## config.mk

```make
export PLATFORM = sky130hd
export DESIGN_NAME = pdcg_regs
export DESIGN_NICKNAME = d
export VERILOG_FILES = /design/src/core/pdcg_regs.v
export VERILOG_INCLUDE_DIRS = /design/src /design/src/core
export SDC_FILE = /design/constraint.sdc
export NUM_CORES = 1
export LEC_CHECK = 0
export BUFFER_PORTS_ARGS = -buffer_cell sky130_fd_sc_hd__buf_2
export CAP_MARGIN = 20
export CORE_MARGIN = 5
export CORE_UTILIZATION = 43
export CTS_CLUSTER_SIZE = 12
export DETAILED_ROUTE_END_ITERATION = 12
export GPL_TIMING_DRIVEN = 0
export PLACE_DENSITY = 0.73
export SLEW_MARGIN = 0
export SYNTH_ARGS = -nofsm -noshare
export SYNTH_HDL_FRONTEND = slang
export SYNTH_SLANG_ARGS = --single-unit
```

## constraint.sdc

```tcl
create_clock -name i_clock -period 4.8 [get_ports i_clock]
set_clock_uncertainty 0.15 [all_clocks]
set_input_delay 0 -clock i_clock [delete_from_list [all_inputs] [get_ports i_clock]]
set_output_delay 0 -clock i_clock [all_outputs]
set_load 0.05 [all_outputs]
```

## src/core/pdcg_defs.vh

```
`ifndef PDCG_DEFS_VH
`define PDCG_DEFS_VH

// ****************************************
// Register addresses (page and offset)
// ****************************************
`define PDCG_ADDR_DIV_ENABLE 16'h0A03
`define PDCG_ADDR_INT_FORCE 16'h0A04
`define PDCG_ADDR_DIV_POWER 16'h0A05
`define PDCG_ADDR_INIT_A 16'h0B24
`define PDCG_ADDR_INIT_B 16'h0B25
`define PDCG_ADDR_FRAC_GATE 16'h0B44
`define PDCG_ADDR_LOCK_GATE 16'h0B45
`define PDCG_ADDR_SIG_GATE 16'h0B46
`define PDCG_ADDR_FOFS_GATE 16'h0B47
`define PDCG_ADDR_FOFS_DIV_GATE 16'h0B48
`define PDCG_ADDR_DIV_GATE 16'h0B4A
`define PDCG_ADDR_INIT_C 16'h0B4E
`define PDCG_ADDR_CAL_LOW 16'h0B57
`define PDCG_ADDR_CAL_HIGH 16'h0B58
`define PDCG_ADDR_RESET_CTRL 16'h001C

// ****************************************
// Field positions and widths
// ****************************************
`define PDCG_NUM_DIV 5
`define PDCG_NUM_PLL 4
`define PDCG_NUM_IN 4
`define PDCG_FB_FRAC_LSB 4
`define PDCG_FB_GATE_BIT 5
`define PDCG_CAL_BLOCK_BIT 6
`define PDCG_SOFT_RST_BIT 0

// ****************************************
// Reset values
// ****************************************
`define PDCG_RST_BYTE 8'h00
`define PDCG_RST_CAL 12'h000

`endif

```

## src/core/pdcg_regs.v

```verilog
`timescale 1ns/1ps
`default_nettype none
`include "pdcg_defs.vh"

module pdcg_regs #(
    parameter NDIV = `PDCG_NUM_DIV
) (
    // Clock and reset
    input wire i_clock,
    input wire i_rst,
    // Register port from the serial configuration interface
    input wire i_wr_en,
    input wire i_rd_en,
    input wire [15:0] i_addr,
    input wire [7:0] i_wdata,
    output reg [7:0] o_rdata,
    output reg o_rd_valid,
    // Divider controls
    output reg [NDIV-1:0] o_div_run,
    output reg [NDIV-1:0] o_div_power,
    output reg [NDIV-1:0] o_div_clk_gate,
    output reg [NDIV-1:0] o_integer_force_select,
    // Fractional and monitor gates
    output reg [3:0] o_input_div_frac_gate,
    output reg [3:0] o_feedback_frac_gate,
    output reg [3:0] o_lock_loss_gate,
    output reg [3:0] o_signal_loss_gate,
    output reg [4:0] o_freq_offset_gate,
    output reg [4:0] o_freq_offset_divider_gate,
    output reg o_feedback_divider_gate,
    output reg o_feedback_cal_block,
    // Initialization storage
    output reg [7:0] o_init_a,
    output reg [7:0] o_init_b,
    output reg [7:0] o_init_c,
    output reg [11:0] o_vco_cal_code,
    // Soft reset pulse
    output reg o_soft_reset
);

    // ****************************************
    // Stored registers
    // ****************************************
    reg [7:0] enable_q;
    reg [7:0] int_force_q;
    reg [7:0] power_q;
    reg [7:0] frac_gate_q;
    reg [7:0] lock_gate_q;
    reg [7:0] sig_gate_q;
    reg [7:0] fofs_gate_q;
    reg [7:0] fofs_div_gate_q;
    reg [7:0] div_gate_q;
    reg [7:0] init_a_q;
    reg [7:0] init_b_q;
    reg [7:0] init_c_q;
    reg [7:0] cal_low_q;
    reg [7:0] cal_high_q;
    // Integer mode as applied; only a full soft reset loads it
    reg [NDIV-1:0] int_applied_q;
    reg soft_rst_q;
    reg [7:0] rdata_d;

    // ****************************************
    // Address decode
    // ****************************************
    wire sel_enable;
    wire sel_int_force;
    wire sel_power;
    wire sel_init_a;
    wire sel_init_b;
    wire sel_frac_gate;
    wire sel_lock_gate;
    wire sel_sig_gate;
    wire sel_fofs_gate;
    wire sel_fofs_div_gate;
    wire sel_div_gate;
    wire sel_init_c;
    wire sel_cal_low;
    wire sel_cal_high;
    wire sel_reset_ctrl;
    wire soft_rst_req;

    assign sel_enable = (i_addr == `PDCG_ADDR_DIV_ENABLE);
    assign sel_int_force = (i_addr == `PDCG_ADDR_INT_FORCE);
    assign sel_power = (i_addr == `PDCG_ADDR_DIV_POWER);
    assign sel_init_a = (i_addr == `PDCG_ADDR_INIT_A);
    assign sel_init_b = (i_addr == `PDCG_ADDR_INIT_B);
    assign sel_frac_gate = (i_addr == `PDCG_ADDR_FRAC_GATE);
    assign sel_lock_gate = (i_addr == `PDCG_ADDR_LOCK_GATE);
    assign sel_sig_gate = (i_addr == `PDCG_ADDR_SIG_GATE);
    assign sel_fofs_gate = (i_addr == `PDCG_ADDR_FOFS_GATE);
    assign sel_fofs_div_gate = (i_addr == `PDCG_ADDR_FOFS_DIV_GATE);
    assign sel_div_gate = (i_addr == `PDCG_ADDR_DIV_GATE);
    assign sel_init_c = (i_addr == `PDCG_ADDR_INIT_C);
    assign sel_cal_low = (i_addr == `PDCG_ADDR_CAL_LOW);
    assign sel_cal_high = (i_addr == `PDCG_ADDR_CAL_HIGH);
    assign sel_reset_ctrl = (i_addr == `PDCG_ADDR_RESET_CTRL);
    // Reset control is not stored; bit 0 only fires the pulse
    assign soft_rst_req = i_wr_en && sel_reset_ctrl && i_wdata[`PDCG_SOFT_RST_BIT];

    // ****************************************
    // Register writes
    // ****************************************
    // One block per register; a write touches only its own bits
    always @(posedge i_clock) begin
        if (i_rst) begin
            enable_q <= `PDCG_RST_BYTE;
        end else if (i_wr_en && sel_enable) begin
            enable_q <= {3'h0, i_wdata[4:0]};
        end
    end

    always @(posedge i_clock) begin
        if (i_rst) begin
            int_force_q <= `PDCG_RST_BYTE;
        end else if (i_wr_en && sel_int_force) begin
            int_force_q <= {3'h0, i_wdata[4:0]};
        end
    end

    always @(posedge i_clock) begin
        if (i_rst) begin
            power_q <= `PDCG_RST_BYTE;
        end else if (i_wr_en && sel_power) begin
            power_q <= {3'h0, i_wdata[4:0]};
        end
    end

    always @(posedge i_clock) begin
        if (i_rst) begin
            frac_gate_q <= `PDCG_RST_BYTE;
        end else if (i_wr_en && sel_frac_gate) begin
            frac_gate_q <= i_wdata;
        end
    end

    always @(posedge i_clock) begin
        if (i_rst) begin
            lock_gate_q <= `PDCG_RST_BYTE;
        end else if (i_wr_en && sel_lock_gate) begin
            lock_gate_q <= {4'h0, i_wdata[3:0]};
        end
    end

    always @(posedge i_clock) begin
        if (i_rst) begin
            sig_gate_q <= `PDCG_RST_BYTE;
        end else if (i_wr_en && sel_sig_gate) begin
            sig_gate_q <= {4'h0, i_wdata[3:0]};
        end
    end

    always @(posedge i_clock) begin
        if (i_rst) begin
            fofs_gate_q <= `PDCG_RST_BYTE;
        end else if (i_wr_en && sel_fofs_gate) begin
            fofs_gate_q <= {3'h0, i_wdata[4:0]};
        end
    end

    always @(posedge i_clock) begin
        if (i_rst) begin
            fofs_div_gate_q <= `PDCG_RST_BYTE;
        end else if (i_wr_en && sel_fofs_div_gate) begin
            fofs_div_gate_q <= {3'h0, i_wdata[4:0]};
        end
    end

    always @(posedge i_clock) begin
        if (i_rst) begin
            div_gate_q <= `PDCG_RST_BYTE;
        end else if (i_wr_en && sel_div_gate) begin
            div_gate_q <= {1'h0, i_wdata[6:0]};
        end
    end

    always @(posedge i_clock) begin
        if (i_rst) begin
            init_a_q <= `PDCG_RST_BYTE;
        end else if (i_wr_en && sel_init_a) begin
            init_a_q <= i_wdata;
        end
    end

    always @(posedge i_clock) begin
        if (i_rst) begin
            init_b_q <= `PDCG_RST_BYTE;
        end else if (i_wr_en && sel_init_b) begin
            init_b_q <= i_wdata;
        end
    end

    always @(posedge i_clock) begin
        if (i_rst) begin
            init_c_q <= `PDCG_RST_BYTE;
        end else if (i_wr_en && sel_init_c) begin
            init_c_q <= i_wdata;
        end
    end

    always @(posedge i_clock) begin
        if (i_rst) begin
            cal_low_q <= `PDCG_RST_BYTE;
        end else if (i_wr_en && sel_cal_low) begin
            cal_low_q <= i_wdata;
        end
    end

    always @(posedge i_clock) begin
        if (i_rst) begin
            cal_high_q <= `PDCG_RST_BYTE;
        end else if (i_wr_en && sel_cal_high) begin
            cal_high_q <= {4'h0, i_wdata[3:0]};
        end
    end

    // ****************************************
    // Soft reset and applied divider mode
    // ****************************************
    always @(posedge i_clock) begin
        if (i_rst) begin
            soft_rst_q <= 1'b0;
            int_applied_q <= {NDIV{1'b0}};
        end else begin
            soft_rst_q <= soft_rst_req;
            if (soft_rst_req) begin
                int_applied_q <= int_force_q[NDIV-1:0];
            end
        end
    end

    // ****************************************
    // Read port
    // ****************************************
    always @* begin
        case (i_addr)
            `PDCG_ADDR_DIV_ENABLE: rdata_d = enable_q;
            `PDCG_ADDR_INT_FORCE: rdata_d = int_force_q;
            `PDCG_ADDR_DIV_POWER: rdata_d = power_q;
            `PDCG_ADDR_FRAC_GATE: rdata_d = frac_gate_q;
            `PDCG_ADDR_LOCK_GATE: rdata_d = lock_gate_q;
            `PDCG_ADDR_SIG_GATE: rdata_d = sig_gate_q;
            `PDCG_ADDR_FOFS_GATE: rdata_d = fofs_gate_q;
            `PDCG_ADDR_FOFS_DIV_GATE: rdata_d = fofs_div_gate_q;
            `PDCG_ADDR_DIV_GATE: rdata_d = div_gate_q;
            `PDCG_ADDR_INIT_A: rdata_d = init_a_q;
            `PDCG_ADDR_INIT_B: rdata_d = init_b_q;
            `PDCG_ADDR_INIT_C: rdata_d = init_c_q;
            `PDCG_ADDR_CAL_LOW: rdata_d = cal_low_q;
            `PDCG_ADDR_CAL_HIGH: rdata_d = cal_high_q;
            default: rdata_d = 8'h00;
        endcase
    end

    always @(posedge i_clock) begin
        if (i_rst) begin
            o_rdata <= 8'h00;
            o_rd_valid <= 1'b0;
        end else begin
            o_rd_valid <= i_rd_en;
            if (i_rd_en) begin
                o_rdata <= rdata_d;
            end
        end
    end

    // ****************************************
    // Per-divider control outputs
    // ****************************************
    genvar g;
    generate
        for (g = 0; g < NDIV; g = g + 1) begin : g_div
            always @(posedge i_clock) begin
                if (i_rst) begin
                    o_div_run[g] <= 1'b0;
                    o_div_power[g] <= 1'b0;
                    o_div_clk_gate[g] <= 1'b0;
                    o_integer_force_select[g] <= 1'b0;
                end else begin
                    o_div_run[g] <= enable_q[g] && power_q[g] && !div_gate_q[g];
                    o_div_power[g] <= power_q[g];
                    o_div_clk_gate[g] <= div_gate_q[g];
                    o_integer_force_select[g] <= int_applied_q[g];
                end
            end
        end
    endgenerate

    // ****************************************
    // Per-channel gate outputs
    // ****************************************
    genvar c;
    generate
        for (c = 0; c < `PDCG_NUM_PLL; c = c + 1) begin : g_chan
            always @(posedge i_clock) begin
                if (i_rst) begin
                    o_input_div_frac_gate[c] <= 1'b0;
                    o_feedback_frac_gate[c] <= 1'b0;
                    o_lock_loss_gate[c] <= 1'b0;
                    o_signal_loss_gate[c] <= 1'b0;
                end else begin
                    o_input_div_frac_gate[c] <= frac_gate_q[c];
                    o_feedback_frac_gate[c] <= frac_gate_q[`PDCG_FB_FRAC_LSB+c];
                    o_lock_loss_gate[c] <= lock_gate_q[c];
                    o_signal_loss_gate[c] <= sig_gate_q[c];
                end
            end
        end
    endgenerate

    // ****************************************
    // Shared control outputs
    // ****************************************
    always @(posedge i_clock) begin
        if (i_rst) begin
            o_freq_offset_gate <= 5'h00;
            o_freq_offset_divider_gate <= 5'h00;
            o_feedback_divider_gate <= 1'b0;
            o_feedback_cal_block <= 1'b0;
            o_init_a <= 8'h00;
            o_init_b <= 8'h00;
            o_init_c <= 8'h00;
            o_vco_cal_code <= `PDCG_RST_CAL;
            o_soft_reset <= 1'b0;
        end else begin
            o_freq_offset_gate <= fofs_gate_q[4:0];
            o_freq_offset_divider_gate <= fofs_div_gate_q[4:0];
            o_feedback_divider_gate <= div_gate_q[`PDCG_FB_GATE_BIT];
            o_feedback_cal_block <= div_gate_q[`PDCG_CAL_BLOCK_BIT];
            o_init_a <= init_a_q;
            o_init_b <= init_b_q;
            o_init_c <= init_c_q;
            o_vco_cal_code <= {cal_high_q[3:0], cal_low_q};
            o_soft_reset <= soft_rst_q;
        end
    end

endmodule

`default_nettype wire

```

* Word-level counts from Yosys, hierarchy flattened *
Index checks and enable logic that the tools add are counted.

word-level totals
  word-level logic and storage cells = 110
  input bits = 28
  output and inout bits = 94
  flip-flop bits (word level) = 184

cells by class
  muxes and demuxes = 1
  eq/ne operators = 15
  reductions and logical operators = 31

operators by type and width
  operator                                               number
  equality test 16 x 12 -> 1 bit, second input constant  14
  one-hot mux 8 bit (14 select lines)                    1
  logical AND 1 bit                                      26
  equality test 16 x 5 -> 1 bit, second input constant   1
  zero test 1 bit                                        5

* Logic depth before layout (Yosys ltp) *
  word-level depth = 3
  depth in mapped cells = 8
  gate-level depth less buffers = 5

* Least setup slack after synthesis *
OpenSTA, ideal clock, no wires.

  path type = in2reg
  start point = input port i_addr[7]
  end point = register init_c_q[0]
  required time = 4522 ps
  stages on the path = 7
  setup time = 128 ps
  path slack = 3285 ps
  arrival = 1238 ps
  path buffers = 2
  cell sequence = nor4_2 buf_4 and4_1 buf_2 nand4_4 mux2i_1 nor2_1

on the way
  longest elaborated chain between the ends = 2

ends and longest elaborated chain
  what                            RTL line         text
  start: declaration              pdcg_regs.v:14   input wire [15:0] i_addr,
  equality test 16 x 12 -> 1 bit  -
  logical AND 1 bit               pdcg_regs.v:196  end else if (i_wr_en && sel_init_c) begin
  end signal: assignment          pdcg_regs.v:195  init_c_q <= `PDCG_RST_BYTE;
  end signal: assignment          pdcg_regs.v:197  init_c_q <= i_wdata;
  end: declaration                pdcg_regs.v:55   reg [7:0] init_c_q;

Every way passes these cells.
A chain may end at the register's enable or synchronous reset.

* Final worst setup path *
  start point = input port i_rst
  end point = register soft_rst_q

RTL lines
  what                    RTL line         text
  start: declaration      pdcg_regs.v:10   input wire i_rst,
  end signal: assignment  pdcg_regs.v:225  soft_rst_q <= soft_rst_req;
  end: declaration        pdcg_regs.v:60   reg soft_rst_q;

No word-level cell between the ends.

==> reports/metrics.cfg <==
[outcome]
status = complete, no violations

[grt]
grt.total_usage_pct = 23.8
grt_max_degree = 17
grt-ovfl-total = 0
grt_antenna_before_repair = 1
grt_pass1_vias = 5990
grt_first_pass_wirelength_um = 35200

[sta]
setup_slack_ns = 1.94
setup_tns_ns = 0
tightest_slew_ns = 0.953
fin_crit_ns = 2.86
hold_viol = 0
setup_violations = 0
worst_slew_margin_rel_pct = 36.5
slew_violations = 0
post-route-period-util_pct = 59.6
rsz0062_at_grt = false
fmax_mhz = 349

[critical_path]
reg2reg_depth = 5
cp_slowest_stage_delay_ns = 0.62
worst-path-stages = 6
crit_buf_inv = 5
worst_setup_path_start_kind = input pin
cp_max_fo = 10
cp_top_family = buffers and inverters
cp_cell_sequence = dlygate4sd3_1, clkbuf_1, clkbuf_1, clkbuf_1, nor4_1, dlygate4sd3_1
cp.required_ns = 4.98
crit_top_cell = clkbuf_1
crit_path_top_delay_cell = clkbuf_1
end_kind = flip-flop
critical_path_class = input pin to flip-flop
crit_arrival_ns = 3.04

[finish]
final_cell_mix = dfxtp_1, buf_2, nand2_1, nor2b_1, nor2_1
drive_above_1_share_pct = 20.9
diodes = 0
fin_area_sq_mm = 0.00875
finish.utilization_pct = 53.4
layout_commonest_cell = dfxtp_1
layout.nets = 934
syn2layout_area_growth_pct = 22.6
stdcell_count = 1139

[die]
die_x_um = 139
row_count = 47
pin_count = 122
die_h_um = 139
start_util_pct = 43.5
fp.coreArea_sq_mm = 0.0164
dieArea_sq_mm = 0.0193

[cts]
clkLatencyLatePin_ns = 0.45
ctsResizeCount = 0
cts.clk_slew.worst_paths_ns = 0.07
max-clock-path-buffers = 2
cts-htree-levels = 4
cts_root_buf = clkbuf_16
postCtsSetupBuffers = 0
cts_tree = yes
numCtsBuffers = 17
postCtsHoldBufs = 15
cts_sinks = 184

[placement]
place_congestion = 1.00
pre_cts_slack_ns = 2.57
dp_hpwl_um = 17000
place_inst = 1092
place_area_sq_mm = 0.00801
port_buffers = 120

[synth]
yosysWarnings = 0
synthSimpleGateAreaFrac_pct = 25.1
async_flop_share_pct = 0
syn_inst = 752
synth_top_family_by_area = simple AND/OR/NAND/NOR gates
ys_types = 63
muxShareOfSynthArea_pct = 7.10
synth-edff-count = 0
synth_seq_cells = 184
ys.flop_type = dfxtp_1
synth_compound_area_share_pct = 11.9
synth-adder-area-share_pct = 0
synth_nets = 780
seq_area_frac_synth_pct = 51.6
synthesis.area_sq_mm = 0.00714
synth_xor_area_share_pct = 0.123
synth.avg_cell_area_sq_um = 9.49

[route]
viasPerCell = 5.43
wirelength_um = 23400
drtIter0Drc = 663
vias = 6188
dr.pass1.iters = 6
route.detailed.drc = 0
ant_nets = 0
wire_per_inst_um = 20.5

[power]
powerDensity_mw_per_mm2 = 352
peakVddDrop_v = 0.000260
leakagePower_nw = 3.73

[worst_hold_path]
whs_path_depth = 5
hp-class = input pin to flip-flop

[job]
maxCapViolCount = 0

[worst paths after layout]
kind	startpoint	to	slack (ns)
worst min-delay path	i_wr_en	frac_gate_q[2]	0.03
worst max register to register	init_c_q[3]	o_rdata[3]	2.80
worst min register to register	soft_rst_q	o_soft_reset	0.30
worst max-delay path	i_rst	soft_rst_q	1.94
[registers in the layout, indices dropped and copies added, names as in the netlist, 7 cells and up]
register,cells
o_init_c,8
frac_gate_q,8
init_c_q,8
div_gate_q,7
init_a_q,8
o_vco_cal_code,12
o_rdata,8
cal_low_q,8
init_b_q,8
o_init_a,8
o_init_b,8
[kinds of logic after synthesis]
group                  count (synthesis)
AND/OR/NAND/NOR                      313
flip-flops                           184
AO/OA/AOI/OAI                        142
buffers and inverters                 62
multiplexers                          50
XOR/XNOR                               1
[layout make-up]
type	instances	area, sq um
Fill cell	1511	7650
Inverter	9	33.8
Sequential cell	184	3680
Tap cell	220	275
Multi-Input combinational cell	506	3160
Clock inverter	11	139
Buffer	53	263
Timing Repair Buffer	135	751
Clock buffer	21	450
[tightest hold or removal path, delay by kind of cell]
kind | cells | cell delay (ns)
AOI/OAI and AO/OA | 1 | 0.05
and+or+nand+nor | 2 | 0.23
buffers and inverters | 2 | 0.30
[routing by layer]
| layer | track usage [%] | share of wire [%] | up-vias |
|---|---|---|---|
| li1 | - | - | 2935 |
| met1 | 29.7 | 41 | 2914 |
| met2 | 38.6 | 46 | 280 |
| met3 | 6.90 | 8.5 | 57 |
| met4 | 9.84 | 3.9 | 2 |
| met5 | 0 | 0.030 | - |
[through the flow]
step / hold WS, ns / total power, mW
2_1_floorplan: -0.0140 / 1.63
3_3_place_gp: 0.131 / 1.69
5_1_grt: 0.0361 / 3.16
4_1_cts: 0.00981 / 3.09
6_report: 0.0267 / 3.08
3_5_place_dp: 0.130 / 1.69
[Yosys cell counts (all sizes together) (2+ instances only)]
library cell / count / area share (%)
nand4: 11 / 1.9
clkbuf: 30 / 1.6
nand3: 21 / 1.5
dfxtp: 184 / 52
and4: 5 / 0.61
mux2: 5 / 0.79
and3: 11 / 0.96
nor4: 3 / 0.35
o22ai: 3 / 0.26
nand4b: 2 / 0.25
inv: 9 / 0.47
o21ai: 40 / 2.8
nand3b: 3 / 0.32
a32oi: 3 / 0.37
nor2: 63 / 3.6
o211ai: 3 / 0.32
buf: 23 / 2.1
o32ai: 4 / 0.49
nor2b: 79 / 6.9
a22o: 3 / 0.37
nor4b: 2 / 0.54
and4b: 4 / 0.56
nor4bb: 2 / 0.28
nor3b: 3 / 0.39
nand2: 81 / 4.3
nor3: 6 / 0.65
mux2i: 45 / 6.3
a22oi: 13 / 1.4
and4bb: 2 / 0.35
a21oi: 56 / 3.9
and3b: 8 / 0.98
a2111oi: 5 / 0.61
and2: 4 / 0.35
nand2b: 2 / 0.18
[where the power goes]
group          internal (mW)  switching, mW
Sequential              1.53       0.000106
Clock                  0.791          0.622
Combinational         0.0393          0.104
Note: power is estimated with default switching activity, not from simulation.
